--- src/pin_pulse_params.svh ---
/*
  Named constants for the programmable pin pulse and trigger-out block:
  register offsets, field widths, encodings, reset values and timing.
  Assumes it is included by bare name from the package and the design.
*/
`ifndef PIN_PULSE_PARAMS_SVH
`define PIN_PULSE_PARAMS_SVH

// ************************************************************
// Register byte offsets (Avalon-MM, one aligned word each)
// ************************************************************
`define OFS_PIN1_STATE 8'h00
`define OFS_PIN1_COUNT 8'h04
`define OFS_PIN1_DUTY 8'h08
`define OFS_PIN1_PERIOD 8'h0C
`define OFS_PIN2_STATE 8'h10
`define OFS_PIN2_COUNT 8'h14
`define OFS_PIN2_DUTY 8'h18
`define OFS_PIN2_PERIOD 8'h1C
`define OFS_STATE_CHANGE_MODE_MODE 8'h20
`define OFS_STATUS 8'h24

// ************************************************************
// Field widths
// ************************************************************
`define W_MODE 2
`define W_COUNT 16
`define W_DUTY 10
`define W_PERIOD 12
`define W_PROD 22

// ************************************************************
// Encodings and limits
// ************************************************************
`define PIN_LOW 2'h0
`define PIN_HIGH 2'h1
`define PIN_PWM 2'h2
`define STATE_CHANGE_MODE_OFF 2'h0
`define STATE_CHANGE_MODE_STATE_CHANGE 2'h1
`define STATE_CHANGE_MODE_EVERY_PROGRAM 2'h2
`define COUNT_ENDLESS 16'hFFFF
`define COUNT_MIN 16'h0001
`define COUNT_MAX 16'h270F
`define DUTY_FULL 10'h3E8
`define PERIOD_MIN 12'h001
`define PERIOD_MAX 12'hE10

// ************************************************************
// Reset values
// ************************************************************
`define RST_MODE 2'h0
`define RST_COUNT 16'hFFFF
`define RST_DUTY 10'h1F4
`define RST_PERIOD 12'h3E8

// ************************************************************
// Timing: trigger-out pulse width
// ************************************************************
`define CLK_MHZ 100
`define STATE_CHANGE_MODE_PULSE_NS 1000
`define STATE_CHANGE_MODE_CYCLES ((`STATE_CHANGE_MODE_PULSE_NS * `CLK_MHZ + 999) / 1000)
`define W_STATE_CHANGE_MODE 8

`endif

--- src/pin_pulse_pkg.sv ---
/*
  Types shared by the programmable pin pulse and trigger-out block.
  Assumes the params header sits on the include path.
*/
`include "pin_pulse_params.svh"

package pin_pulse_pkg;

  // Per-pin settings and running pulse state
  typedef struct packed {
    logic [`W_MODE-1:0] mode;
    logic [`W_COUNT-1:0] count;
    logic [`W_DUTY-1:0] duty;
    logic [`W_PERIOD-1:0] period;
    logic [`W_PERIOD-1:0] ms_cnt;
    logic [`W_COUNT-1:0] left;
    logic done;
    logic level;
  } pin_t;

  // Whole block state
  typedef struct packed {
    pin_t [1:0] pin;
    logic [`W_MODE-1:0] state_change_mode_mode;
    logic [`W_STATE_CHANGE_MODE-1:0] state_change_mode_cnt;
    logic state_change_mode_level;
    logic prev_on;
    logic waitreq;
    logic [31:0] rdata;
  } state_t;

endpackage

--- src/prog_pin_pulse_and_trigger_out.sv ---
/*
  Two programmable rear-panel pins (constant high, constant low or pulse
  train) and one trigger-out pin, set over an Avalon-MM slave.
  Assumes a one-cycle millisecond tick, synchronous status inputs from the
  output stage and sequencer, and a master that honours waitrequest.
*/
// Overview of operation
// - Finite pulse count 1..9999, exactly that emitted
// - Count minus one pulses endlessly
// - Duty ratio zero to one per pin
// - Period 1..3600 ms, pulses repeat
// - Pin states high, low or pulse train
// - Pulse settings act only in pulse mode
// - Second pin independent, identical behaviour
// - Trigger mode off never pulses trigger
// - Idle, state change mode: trigger on/off
// - Idle, every program mode: trigger on programming
// - Running, state change: sequence enable gates triggers
// - Running, every program: trigger per completed step
`include "pin_pulse_params.svh"

module prog_pin_pulse_and_trigger_out (
  input wire logic i_clk,
  input wire logic i_reset,
  input wire logic [7:0] i_address,
  input wire logic i_read,
  input wire logic i_write,
  input wire logic [31:0] i_writedata,
  input wire logic [3:0] i_byteenable,
  output logic [31:0] o_readdata,
  output logic o_waitrequest,
  input wire logic i_ms_tick,
  input wire logic i_output_on,
  input wire logic i_param_programmed,
  input wire logic i_seq_running,
  input wire logic i_seq_state_change_mode_enable,
  input wire logic i_step_done,
  output logic o_prog_pin_one,
  output logic o_prog_pin_two,
  output logic o_trigger_out
);

  // ************************************************************
  // State
  // ************************************************************
  pin_pulse_pkg::state_t s_q; // Registered block state
  pin_pulse_pkg::state_t s_d; // Next block state

  // Trigger pulse length, sized to its counter
  localparam logic [`W_STATE_CHANGE_MODE-1:0] STATE_CHANGE_MODE_LEN = `W_STATE_CHANGE_MODE'(`STATE_CHANGE_MODE_CYCLES);

  // ************************************************************
  // Helpers
  // ************************************************************

  // Byte-lane merge of a write into an old word
  function automatic logic [31:0] merge(input logic [31:0] old,
                                        input logic [31:0] wd,
                                        input logic [3:0] be);
    logic [31:0] r;
    r = old;
    for (int b = 0; b < 4; b++) begin
      if (be[b]) begin
        r[b*8 +: 8] = wd[b*8 +: 8];
      end
    end
    return r;
  endfunction

  // Pin level for a phase: high while phase/period < duty
  function automatic logic high_at(input pin_pulse_pkg::pin_t p);
    logic [`W_PROD-1:0] lhs;
    logic [`W_PROD-1:0] rhs;
    lhs = `W_PROD'(p.ms_cnt) * `W_PROD'(`DUTY_FULL);
    rhs = `W_PROD'(p.duty) * `W_PROD'(p.period);
    // Duty 0 gives rhs 0, never high; full duty is high all period
    return (lhs < rhs);
  endfunction

  // Readback of one pin register field
  function automatic logic [31:0] pin_read(input pin_pulse_pkg::pin_t p,
                                           input logic [1:0] sel);
    logic [31:0] r;
    r = 32'h0000_0000;
    case (sel)
      2'h0: r = {30'h0000_0000, p.mode};
      2'h1: r = {16'h0000, p.count};
      2'h2: r = {22'h00_0000, p.duty};
      2'h3: r = {20'h0_0000, p.period};
      default: r = 32'h0000_0000;
    endcase
    return r;
  endfunction

  // ************************************************************
  // Next-state logic
  // ************************************************************
  always_comb begin
    logic [31:0] wv;     // Merged write value
    logic [1:0] fsel;    // Pin field select
    logic psel;          // Pin select
    logic pin_hit;       // Address is a pin register
    logic wr_now;        // Write takes effect this edge
    logic [31:0] rv;     // Read mux result
    logic restart;       // Pin settings rewritten
    logic fire;          // Trigger event this cycle
    logic edge_on;       // Output on/off change
    wv = 32'h0000_0000;
    fsel = i_address[3:2];
    psel = i_address[4];
    pin_hit = (i_address[7:5] == 3'h0);
    wr_now = i_write & ~s_q.waitreq;
    rv = 32'h0000_0000;
    restart = 1'b0;
    fire = 1'b0;
    edge_on = i_output_on ^ s_q.prev_on;
    s_d = s_q;

    // Bus handshake: one wait cycle, then answer for one cycle
    if (s_q.waitreq) begin
      if (i_read | i_write) begin
        s_d.waitreq = 1'b0;
      end
    end else begin
      s_d.waitreq = 1'b1;
    end

    // Read mux, captured as the answer is raised
    if (pin_hit) begin
      rv = pin_read(s_q.pin[psel], fsel);
    end else if (i_address == `OFS_STATE_CHANGE_MODE_MODE) begin
      rv = {30'h0000_0000, s_q.state_change_mode_mode};
    end else if (i_address == `OFS_STATUS) begin
      rv = {26'h000_0000, i_seq_running, s_q.state_change_mode_level,
            s_q.pin[1].done, s_q.pin[0].done,
            s_q.pin[1].level, s_q.pin[0].level};
    end else begin
      // Unmapped address reads zero
      rv = 32'h0000_0000;
    end
    if (s_q.waitreq & i_read) begin
      s_d.rdata = rv;
    end

    // Pulse engines, one per pin
    for (int i = 0; i < 2; i++) begin
      restart = 1'b0;
      // Register writes; out-of-range values are ignored
      if (wr_now && pin_hit && (psel == i[0])) begin
        wv = merge(pin_read(s_q.pin[i], fsel), i_writedata, i_byteenable);
        case (fsel)
          2'h0: begin
            if (wv[`W_MODE-1:0] <= `PIN_PWM) begin
              s_d.pin[i].mode = wv[`W_MODE-1:0];
              restart = 1'b1;
            end
          end
          2'h1: begin
            // Count accepts -1 or 1..9999
            if ((wv[`W_COUNT-1:0] == `COUNT_ENDLESS) ||
                ((wv[`W_COUNT-1:0] >= `COUNT_MIN) &&
                 (wv[`W_COUNT-1:0] <= `COUNT_MAX))) begin
              s_d.pin[i].count = wv[`W_COUNT-1:0];
              restart = 1'b1;
            end
          end
          2'h2: begin
            if (wv[`W_DUTY-1:0] <= `DUTY_FULL) begin
              s_d.pin[i].duty = wv[`W_DUTY-1:0];
              restart = 1'b1;
            end
          end
          2'h3: begin
            if ((wv[`W_PERIOD-1:0] >= `PERIOD_MIN) &&
                (wv[`W_PERIOD-1:0] <= `PERIOD_MAX)) begin
              s_d.pin[i].period = wv[`W_PERIOD-1:0];
              restart = 1'b1;
            end
          end
          default: begin
            restart = 1'b0;
          end
        endcase
      end

      if (restart) begin
        // Any rewrite starts a fresh train from the first pulse
        s_d.pin[i].ms_cnt = `W_PERIOD'(0);
        s_d.pin[i].left = s_d.pin[i].count;
        s_d.pin[i].done = 1'b0;
      end else if ((s_q.pin[i].mode == `PIN_PWM) && !s_q.pin[i].done &&
                   i_ms_tick) begin
        // Advance phase by one millisecond
        if (s_q.pin[i].ms_cnt >= s_q.pin[i].period - `W_PERIOD'(1)) begin
          s_d.pin[i].ms_cnt = `W_PERIOD'(0);
          if (s_q.pin[i].count != `COUNT_ENDLESS) begin
            // Finite train: count completed periods
            if (s_q.pin[i].left <= `COUNT_MIN) begin
              s_d.pin[i].done = 1'b1;
            end else begin
              s_d.pin[i].left = s_q.pin[i].left - `W_COUNT'(1);
            end
          end
          // Endless train never counts down
        end else begin
          s_d.pin[i].ms_cnt = s_q.pin[i].ms_cnt + `W_PERIOD'(1);
        end
      end

      // Pin level from the next state, so the pin flop leads nothing
      case (s_d.pin[i].mode)
        `PIN_HIGH: s_d.pin[i].level = 1'b1;
        `PIN_LOW: s_d.pin[i].level = 1'b0;
        `PIN_PWM: begin
          // Finished train rests low
          s_d.pin[i].level = !s_d.pin[i].done &&
                             high_at(s_d.pin[i]);
        end
        default: s_d.pin[i].level = 1'b0;
      endcase
    end

    // Trigger mode register
    if (wr_now && (i_address == `OFS_STATE_CHANGE_MODE_MODE)) begin
      wv = merge({30'h0000_0000, s_q.state_change_mode_mode}, i_writedata, i_byteenable);
      if (wv[`W_MODE-1:0] <= `STATE_CHANGE_MODE_EVERY_PROGRAM) begin
        s_d.state_change_mode_mode = wv[`W_MODE-1:0];
      end
    end

    // Trigger event selection by mode and sequencer state
    s_d.prev_on = i_output_on;
    case (s_q.state_change_mode_mode)
      `STATE_CHANGE_MODE_OFF: fire = 1'b0;
      `STATE_CHANGE_MODE_STATE_CHANGE: begin
        if (i_seq_running) begin
          fire = edge_on & i_seq_state_change_mode_enable;
        end else begin
          fire = edge_on;
        end
      end
      `STATE_CHANGE_MODE_EVERY_PROGRAM: begin
        if (i_seq_running) begin
          fire = i_step_done;
        end else begin
          fire = i_param_programmed;
        end
      end
      default: fire = 1'b0;
    endcase

    // Fixed-width trigger pulse; a new event restarts it
    if (fire) begin
      s_d.state_change_mode_cnt = STATE_CHANGE_MODE_LEN;
      s_d.state_change_mode_level = 1'b1;
    end else if (s_q.state_change_mode_cnt > `W_STATE_CHANGE_MODE'(1)) begin
      s_d.state_change_mode_cnt = s_q.state_change_mode_cnt - `W_STATE_CHANGE_MODE'(1);
      s_d.state_change_mode_level = 1'b1;
    end else begin
      s_d.state_change_mode_cnt = `W_STATE_CHANGE_MODE'(0);
      s_d.state_change_mode_level = 1'b0;
    end
    // Mode off also cuts a pulse already running
    if (s_q.state_change_mode_mode == `STATE_CHANGE_MODE_OFF) begin
      s_d.state_change_mode_cnt = `W_STATE_CHANGE_MODE'(0);
      s_d.state_change_mode_level = 1'b0;
    end
  end

  // ************************************************************
  // State register
  // ************************************************************
  always_ff @(posedge i_clk) begin
    if (i_reset) begin
      // Both pins low, trigger off, bus stalled until a request
      for (int i = 0; i < 2; i++) begin
        s_q.pin[i].mode <= `RST_MODE;
        s_q.pin[i].count <= `RST_COUNT;
        s_q.pin[i].duty <= `RST_DUTY;
        s_q.pin[i].period <= `RST_PERIOD;
        s_q.pin[i].ms_cnt <= `W_PERIOD'(0);
        s_q.pin[i].left <= `RST_COUNT;
        s_q.pin[i].done <= 1'b0;
        s_q.pin[i].level <= 1'b0;
      end
      s_q.state_change_mode_mode <= `STATE_CHANGE_MODE_OFF;
      s_q.state_change_mode_cnt <= `W_STATE_CHANGE_MODE'(0);
      s_q.state_change_mode_level <= 1'b0;
      // Reset value only; first cycle after release may see a false edge
      s_q.prev_on <= 1'b0;
      s_q.waitreq <= 1'b1;
      s_q.rdata <= 32'h0000_0000;
    end else begin
      s_q <= s_d;
    end
  end

  // ************************************************************
  // Outputs, straight from flops
  // ************************************************************
  assign o_prog_pin_one = s_q.pin[0].level;
  assign o_prog_pin_two = s_q.pin[1].level;
  assign o_trigger_out = s_q.state_change_mode_level;
  assign o_readdata = s_q.rdata;
  assign o_waitrequest = s_q.waitreq;

endmodule

--- config.mk ---
export PLATFORM = sky130hd
export DESIGN_NAME = prog_pin_pulse_and_trigger_out
export DESIGN_NICKNAME = d
export VERILOG_FILES = /design/src/pin_pulse_pkg.sv /design/src/prog_pin_pulse_and_trigger_out.sv
export VERILOG_INCLUDE_DIRS = /design/src /design/src/src
export SDC_FILE = /design/constraint.sdc
export NUM_CORES = 1
export LEC_CHECK = 0
export BUFFER_PORTS_ARGS = -buffer_cell sky130_fd_sc_hd__buf_2
export CORE_ASPECT_RATIO = 0.9
export CORE_MARGIN = 2
export CORE_UTILIZATION = 40
export DETAILED_ROUTE_END_ITERATION = 10
export PLACE_DENSITY = 0.6
export SLEW_MARGIN = 20
export SYNTH_ARGS = -nofsm -noshare
export SYNTH_HDL_FRONTEND = slang
export SYNTH_SLANG_ARGS = --single-unit
--- constraint.sdc ---
create_clock -name i_clk -period 10.75 [get_ports i_clk]
set_clock_uncertainty 0.1 [all_clocks]
set_input_delay 1.6125 -clock i_clk [delete_from_list [all_inputs] [get_ports i_clk]]
set_output_delay 1.6125 -clock i_clk [all_outputs]
set_load 0.005 [all_outputs]
==> results.md, run 1 <==
* Ant. Diodes at 0
* Total core area at 57220 um2
* Combinational Power Share at 24.6%
* Hold_sp: o_readdata[11]
* CP required at 10.99 ns
* Most used cell, CP: fa_1
* Synth Instances at 2690
* Die Wd at 257.9 um
* CTS H-tree lvls at 4
* WHS at 0.3533 ns
* Hold endpoint: o_readdata[11]
* FF+latch count, synth at 169
* F_max at 96.52 MHz
* Longest Clk Path Bufs at 2
* Wire length per cell at 17.86 um
* Pin count of the biggest net entering global routing at 49
* Total Routing Usage GR at 22.70%
* Fin crit share at 96.38%
* Max Cap Violations at 0
* WS Path Type: input port to flip-flop
* First-pass GRT wire length at 108800 um
* DRC at 0
* WHS Path Cells at 2
* Asr flop ratio synth at 0%
* Reg2Reg Capture Point: o_prog_pin_two
* Max-slew violations at 0
* Reg-to-Reg Start: s_q[151]
* Final std cells w/o fill at 3738
* Worst hold path type: flip-flop to flip-flop
* Pint at 1.222 mW
* Synth cell types at 91
* Post-Layout Inst Area at 26960 um2
* Layout cells sized above 1 at 18.10%
* I/O pin cnt at 90
* Sequential power share at 36.2%
* PwrDens at 64.60 nW/um2
* Hold Fails Final Rpt at 0
* Dpl hpwl at 56380 um
* Commonest cells after routing, fill and taps aside: inv_1, buf_4, nor2_1
* Clock Latency Late Sink at 0.45 ns
* TritonCTS clock tree: done
* GP Congestion at 0.9550
* Critical Path Slowest Stage Cell: fa_1
* Initial Util at 40.54%
* Worst slew margin at 34.90%
* FF-to-FF path depth at 39
* Vias in the first global route at 19.90k
* Max VDD drop at 0.1172 mV
* Initial antenna violation count at 2
* Status: completed
* Top post-synthesis cells by area: fa_1, ha_1, dfxtp_1, inv_1, nor2_1
* Layout area overhead at 16.23%
* TNS Setup at 0 ns
* Mapped Avg Cell Area at 8.624 um2
* Vias per Instance at 5.309
* Hold Buf Count CTS at 0
* Row count at 83
* Final wirelength at 66770 um
* DR iter-0 viols at 1272
* Synthesized area at 23200 um2
* Worst R2R Setup Slack at 1.37 ns
* Fin nets at 3532
* Critical path's largest stage delay at 0.56 ns
* Clock root buffer: clkbuf_16
* Critical Path Fanout Max at 10
* Slew @ Worst Pin at 0.9675 ns
* Crit. End Element: flip-flop
* Register area share after synthesis at 14.58%
* Leakage at 13.31 nW
* Period minus WS final at 10.36 ns
* Via count at 19.85k
* TritonCTS buffer count at 17
* Switching power at 520.3 uW
* Port Buf Inserts at 55
* Total grt overflow at 0
* Startpoint Class: input port
* Post-synth top area cell: fa_1
* Clk pwr share at 39.3%
* # setup viols final at 0
* TritonRoute pass-1 iters at 5
* CTS clk-pin slew, worst paths at 0.07 ns
* Post-synth top flop: dfxtp_1
* Top cell type's share of synthesized area at 19.85%
* Antenna-violating nets left at 0
* Number of synthesized flops with an enable pin at 0
* Die height at 232.5 um
* Sinks on Clock Net at 169
* Die footprint at 59940 um2
* Switching part of the total at 29.87%
* Area post-placement at 26110 um2
* Ys Warns at 0
* Placed insts at 3701
* Arrival @ worst endpoint at 10.60 ns
## worst max-delay path: cells and delay by family
family | cells | cell delay (ns)
xor gates and xnor gates | 1 | 0.28
and+or+nand+nor | 10 | 1.97
adders and majority gates | 7 | 3.10
muxes | 2 | 0.42
AOI/OAI and AO/OA | 11 | 2.03
buffers and inverters | 10 | 1.16
## state kept, by name, indices dropped and copies added, names as in the netlist
| signal | count |
|---|---|
| o_prog_pin_one | 1 |
| o_waitrequest | 1 |
| o_prog_pin_two | 1 |
| o_trigger_out | 1 |
| s_q | 149 |
| o_readdata | 16 |
## per-layer routing
| metal | share of wire [%] | global-route usage [%] |
|---|---|---|
| met5 | 0.019 | 0 |
| met4 | 2.3 | 5.816 |
| met3 | 4.9 | 2.658 |
| met2 | 44 | 35.17 |
| met1 | 49 | 33.40 |
## worst max path at each step
stage | from | end
3_5_place_dp | i_address[2] | o_prog_pin_two
3_3_place_gp | i_address[2] | o_prog_pin_two
2_1_floorplan | i_address[2] | o_prog_pin_two
6_report | i_address[2] | o_prog_pin_two
4_1_cts | i_address[2] | o_prog_pin_two
5_1_grt | i_address[2] | o_prog_pin_two
## layout make-up
class	count	area (um2)
clock buffer	21	460.4
clock inverter	10	166.4
fill	5549	30260
inverter	312	1171
multi-input combinational	2091	18090
sequential	169	3383
tap	765	957.2
timing repair buffer	370	2736
## logic make-up (layout without fill, tap and decap cells)
| group | after synthesis | count (layout) | share of synthesized area (%) |
|---|---|---|---|
| AOI/OAI and AO/OA | 370 | 370 | 10.85 |
| adders and majority gates | 517 | 517 | 35.33 |
| other | 1 | 16 | 0.01616 |
| xor gates and xnor gates | 143 | 143 | 5.399 |
| buffers and inverters | 445 | 713 | 8.403 |
| and+or+nand+nor | 915 | 915 | 19.14 |
| muxes | 130 | 130 | 6.278 |
| DFF | 169 | 169 | 14.58 |
## Yosys cell counts, types with 7 or more instances
master and n:
inv_1 308, nor2_1 290, ha_1 287, fa_1 230, nand2_1 212, dfxtp_1 169
a21oi_1 103, nor3_1 98, xnor2_1 89, mux2i_1 79, o21ai_0 62, xor2_1 54
nand2b_1 49, clkbuf_1 48, nand3_1 44, buf_4 38, mux2_2 36, or2_2 33
buf_2 32, or3_1 32, a21o_1 29, nand4_1 26, and3_1 18, nor2b_1 18
a211oi_1 17, a31oi_1 17, o21a_1 17, nor4_1 15, and2_1 13, or4_1 12
a221oi_1 11, a22oi_1 10, and4_1 10, or2_1 10, nor3_2 9, a211o_1 7
buf_6 7, o21bai_1 7
## metrics by stage
stage | total power, mW | util [%] | worst slack [ns]
after global placement | 1.048 | 45.63 | -0.4521
after global routing | 1.816 | 47.12 | -0.03092
after CTS | 1.734 | 46.74 | 0.02551
after detailed placement | 1.055 | 45.63 | -0.5458
final | 1.742 | 47.12 | 0.3893
after floorplan | 0.8932 | - | 0.6033
## power groups by stage
stage / combinational [mW] / sequential, mW / clock (mW)
after floorplan: 0.249 / 0.644 / 0
after global placement: 0.404 / 0.644 / 0
after detailed placement: 0.410 / 0.645 / 0
after CTS: 0.413 / 0.630 / 0.691
after global routing: 0.469 / 0.630 / 0.717
final: 0.428 / 0.630 / 0.684
## timing repair
action / 4_1_cts / 5_1_grt
pin swaps: 0 / 20
gates cloned: 0 / 1
setup buffers: 0 / 5
endpoints found under the setup margin: 1 / 2
gates resized for setup: 2 / 38
Note: power is estimated with default switching activity, not from simulation.
==> run 2: changes to the inputs <==
ABC_AREA = 1   (was unset)
SLEW_MARGIN = 15   (was 20)
==> run 2 against run 1 <==
Against the previous run:
- maximum frequency is 4.0% higher
- clock-buffer cell count is 3 lower
- total power is 0.23% higher
- highest routed layer unchanged
- largest power group unchanged
- largest cell class unchanged
- non-clock buffer count is 234 lower
- sequential share of layout area is 0.84 points higher
- worst hold slack worse by 0.0039 ns
- sequential cell count stayed put
- critical path depth is 5 higher
==> results.md, run 2 <==
* Top cell type's share of synthesized area at 19.67% (-0.18 points)
* Row count at 84 (+1.2%)
* CTS clk-pin slew, worst paths at 0.07 ns (about the same)
* Max reg flops at 149 (unchanged)
* Area post-placement at 24660 um2 (-5.6%)
* CP required at 11.01 ns (+0.02 ns)
* TritonCTS buffer count at 17 (unchanged)
* First-pass GRT wire length at 101500 um (-6.8%)
* Synth top cells by count: nand2_1, inv_1, nor2_1
* Total core area at 58120 um2 (+1.6%)
* Via count at 20.19k (+1.7%)
* Die height at 233.5 um (+0.45%)
* Synth Instances at 3156 (+17%)
* Worst R2R Setup Slack at 1.71 ns (+0.34 ns)
* Port Buf Inserts at 55 (unchanged)
* Initial Util at 40.28% (-0.26 points)
* Clock root buffer: clkbuf_16
* Die footprint at 60480 um2 (+0.90%)
* Biggest register: s_q
* Post-Layout Inst Area at 25280 um2 (-6.3%)
* Worst hold path type: flip-flop to flip-flop
* Ant. Diodes at 0 (unchanged)
* Hold Buf Count CTS at 0 (unchanged)
* Clock Latency Late Sink at 0.44 ns (about the same)
* Post-synth top flop: dfxtp_1
* Vias in the first global route at 19.06k (-4.2%)
* Asr flop ratio synth at 0% (unchanged)
* Commonest cells after routing, fill and taps aside: nand2_1, inv_1, nor2_1
* Crit. End Element: flip-flop
* Antenna-violating nets left at 0 (unchanged)
* Slew @ Worst Pin at 1.089 ns (+0.1216 ns)
* GP Congestion at 0.9583 (+0.35%)
* Sinks on Clock Net at 169 (unchanged)
* Pre-CTS setup slack at 0.2858 ns (+0.8316 ns)
* I/O pin cnt at 90 (unchanged)
* Total grt overflow at 0 (unchanged)
* Critical Path Fanout Max at 14 (+4)
* Most frequent cell after synthesis: nand2_1
* Number of synthesized flops with an enable pin at 0 (unchanged)
* Synth cell types at 61 (-33%)
* TNS Setup at 0 ns (unchanged)
* CTS H-tree lvls at 4 (unchanged)
* Hold Fails Final Rpt at 0 (unchanged)
* Register area share after synthesis at 14.45% (-0.13 points)
* # setup viols final at 0 (unchanged)
* Total Routing Usage GR at 20.87% (-1.8 points)
* F_max at 100.3 MHz (+4.0%)
* Top post-synthesis cells by area: fa_1, ha_1, dfxtp_1, nand2_1, inv_1
* Longest Clk Path Bufs at 2 (unchanged)
* Dpl hpwl at 51820 um (-8.1%)
* Fin nets at 3798 (+7.5%)
* WS Path Type: input port to flip-flop
* Commonest non-fill, non-tap cell in the layout: nand2_1
* Post CTS Setup Buffer Count at 0 (unchanged)
* DR iter-0 viols at 1577 (+24%)
* Final wirelength at 61890 um (-7.3%)
* Pin count of the biggest net entering global routing at 78 (+59%)
* FF+latch count, synth at 169 (unchanged)
* Max VDD drop at 0.1095 mV (-6.5%)
* Period minus WS final at 9.966 ns (-0.3947 ns)
* Critical Path Slowest Stage Cell: fa_1
* Ys Warns at 0 (unchanged)
* Reg2Reg Capture Point: o_prog_pin_one
* Hold endpoint: s_q[35]
* Post-synth top area cell: fa_1
* WHS Path Cells at 1 (-1)
* Max-slew violations at 0 (unchanged)
* Initial antenna violation count at 2 (unchanged)
* Most used cell, CP: nand2_1
* DRC at 0 (unchanged)
* Worst slew margin at 27.31% (-7.6 points)
* Wire length per cell at 15.42 um (-14%)
* Max Cap Violations at 0 (unchanged)
* Critical path's largest stage delay at 0.57 ns (about the same)
* Status: completed
* Mapped Avg Cell Area at 7.418 um2 (-14%)
* Hold_sp: s_q[35]
* PwrDens at 69.07 nW/um2 (+6.9%)
* Layout area overhead at 7.980%
* TritonRoute pass-1 iters at 5 (unchanged)
* FF-to-FF path depth at 43 (+10%)
* Synthesized area at 23410 um2 (+0.91%)
* Reg-to-Reg Start: s_q[75]
* Layout cells sized above 1 at 9.414% (-8.7 points)
* Vias per Instance at 5.029 (-5.3%)
* Arrival @ worst endpoint at 10.23 ns (-0.37 ns)
* Fin worst setup slack at 0.7840 ns (+0.3947 ns)
* Leakage at 13.05 nW (-2.0%)
* Die Wd at 259.0 um (+0.45%)
* Startpoint Class: input port
* Fin crit share at 92.71% (-3.7 points)
* TritonCTS clock tree: done
* RSZ-0062 raised after global routing: no
## run 2: changes by cell type after synthesis, sizes merged, moves of 49 or more
cell / delta
nor2: +63
nand2: +460
o21ai: +99
mux2i: -85
nand2b: -49
nor3: -72
inv: +211
nand3: +147
## run 2: layer usage
| metal | routed length, um | part of all wire, % | GRT usage [%] | vias up |
|---|---|---|---|---|
| li1 | - | - | - | 10140 |
| met1 | 30030 | 49 | 31.00 | 9493 |
| met5 | 27 | 0.044 | 0 | - |
| met4 | 956 | 1.5 | 4.064 | 4 |
| met3 | 3148 | 5.1 | 2.116 | 57 |
| met2 | 27730 | 45 | 32.70 | 494 |
## run 2: worst max path at each step
| stage | cells past startpoint | endpoint | startpoint | slack [ns] |
|---|---|---|---|---|
| 3_3_place_gp | 46 | o_prog_pin_one | i_address[3] | 0.45 |
| 4_1_cts | 46 | o_prog_pin_one | i_address[3] | 0.71 |
| 2_1_floorplan | 46 | o_prog_pin_one | i_address[3] | 1.74 |
| 5_1_grt | 46 | o_prog_pin_one | i_address[3] | 0.01 |
| 6_report | 46 | o_prog_pin_one | i_address[3] | 0.78 |
| 3_5_place_dp | 46 | o_prog_pin_one | i_address[3] | 0.29 |
## run 2: report_power, final
group	switching (mW)	internal (mW)
clock network	0.291	0.373
logic	0.288	0.163
registers	0.00229	0.628
## run 2: cell families after synthesis
group / synth area share [%]
other: 0.01602
XOR/XNOR: 4.789
buffers and inverters: 11.33
flip-flops: 14.45
AND/OR/NAND/NOR: 24.61
AO/OA/AOI/OAI: 9.797
adder cells (fa/ha/maj): 35.01
## run 2: cell type report
class	count	area, um2
Timing Repair Buffer	136	883.3
Clock buffer	18	429.2
Fill cell	6060	32840
Tap cell	774	968.4
Multi-Input combinational cell	2375	17430
Inverter	528	1994
Clock inverter	14	187.7
Sequential cell	169	3383
## run 2: critical path: cells and delay by family
kind / cells / cell delay (ns)
XOR/XNOR: 1 / 0.16
AO/OA/AOI/OAI: 11 / 2.26
adder cells (fa/ha/maj): 7 / 3.22
buffers and inverters: 9 / 1.08
AND/OR/NAND/NOR: 18 / 1.86
## run 2: repair_timing
action,4_1_cts,5_1_grt
setup endpoints to repair,0,1
gates resized for setup,0,1
hold endpoints to repair,0,0
## run 2: stage by stage
stage / hold slack [ns] / utilization (%) / power, mW / instances
final: 0.3495 / 43.49 / 1.746 / 4014
after global routing: 0.3722 / 43.49 / 1.841 / 4014
after CTS: 0.3541 / 43.49 / 1.756 / 4014
after detailed placement: 0.3431 / 42.43 / 1.093 / 3982
after global placement: 0.3314 / 42.43 / 1.091 / 3982
after floorplan: 0.3173 / - / 0.9753 / 3171
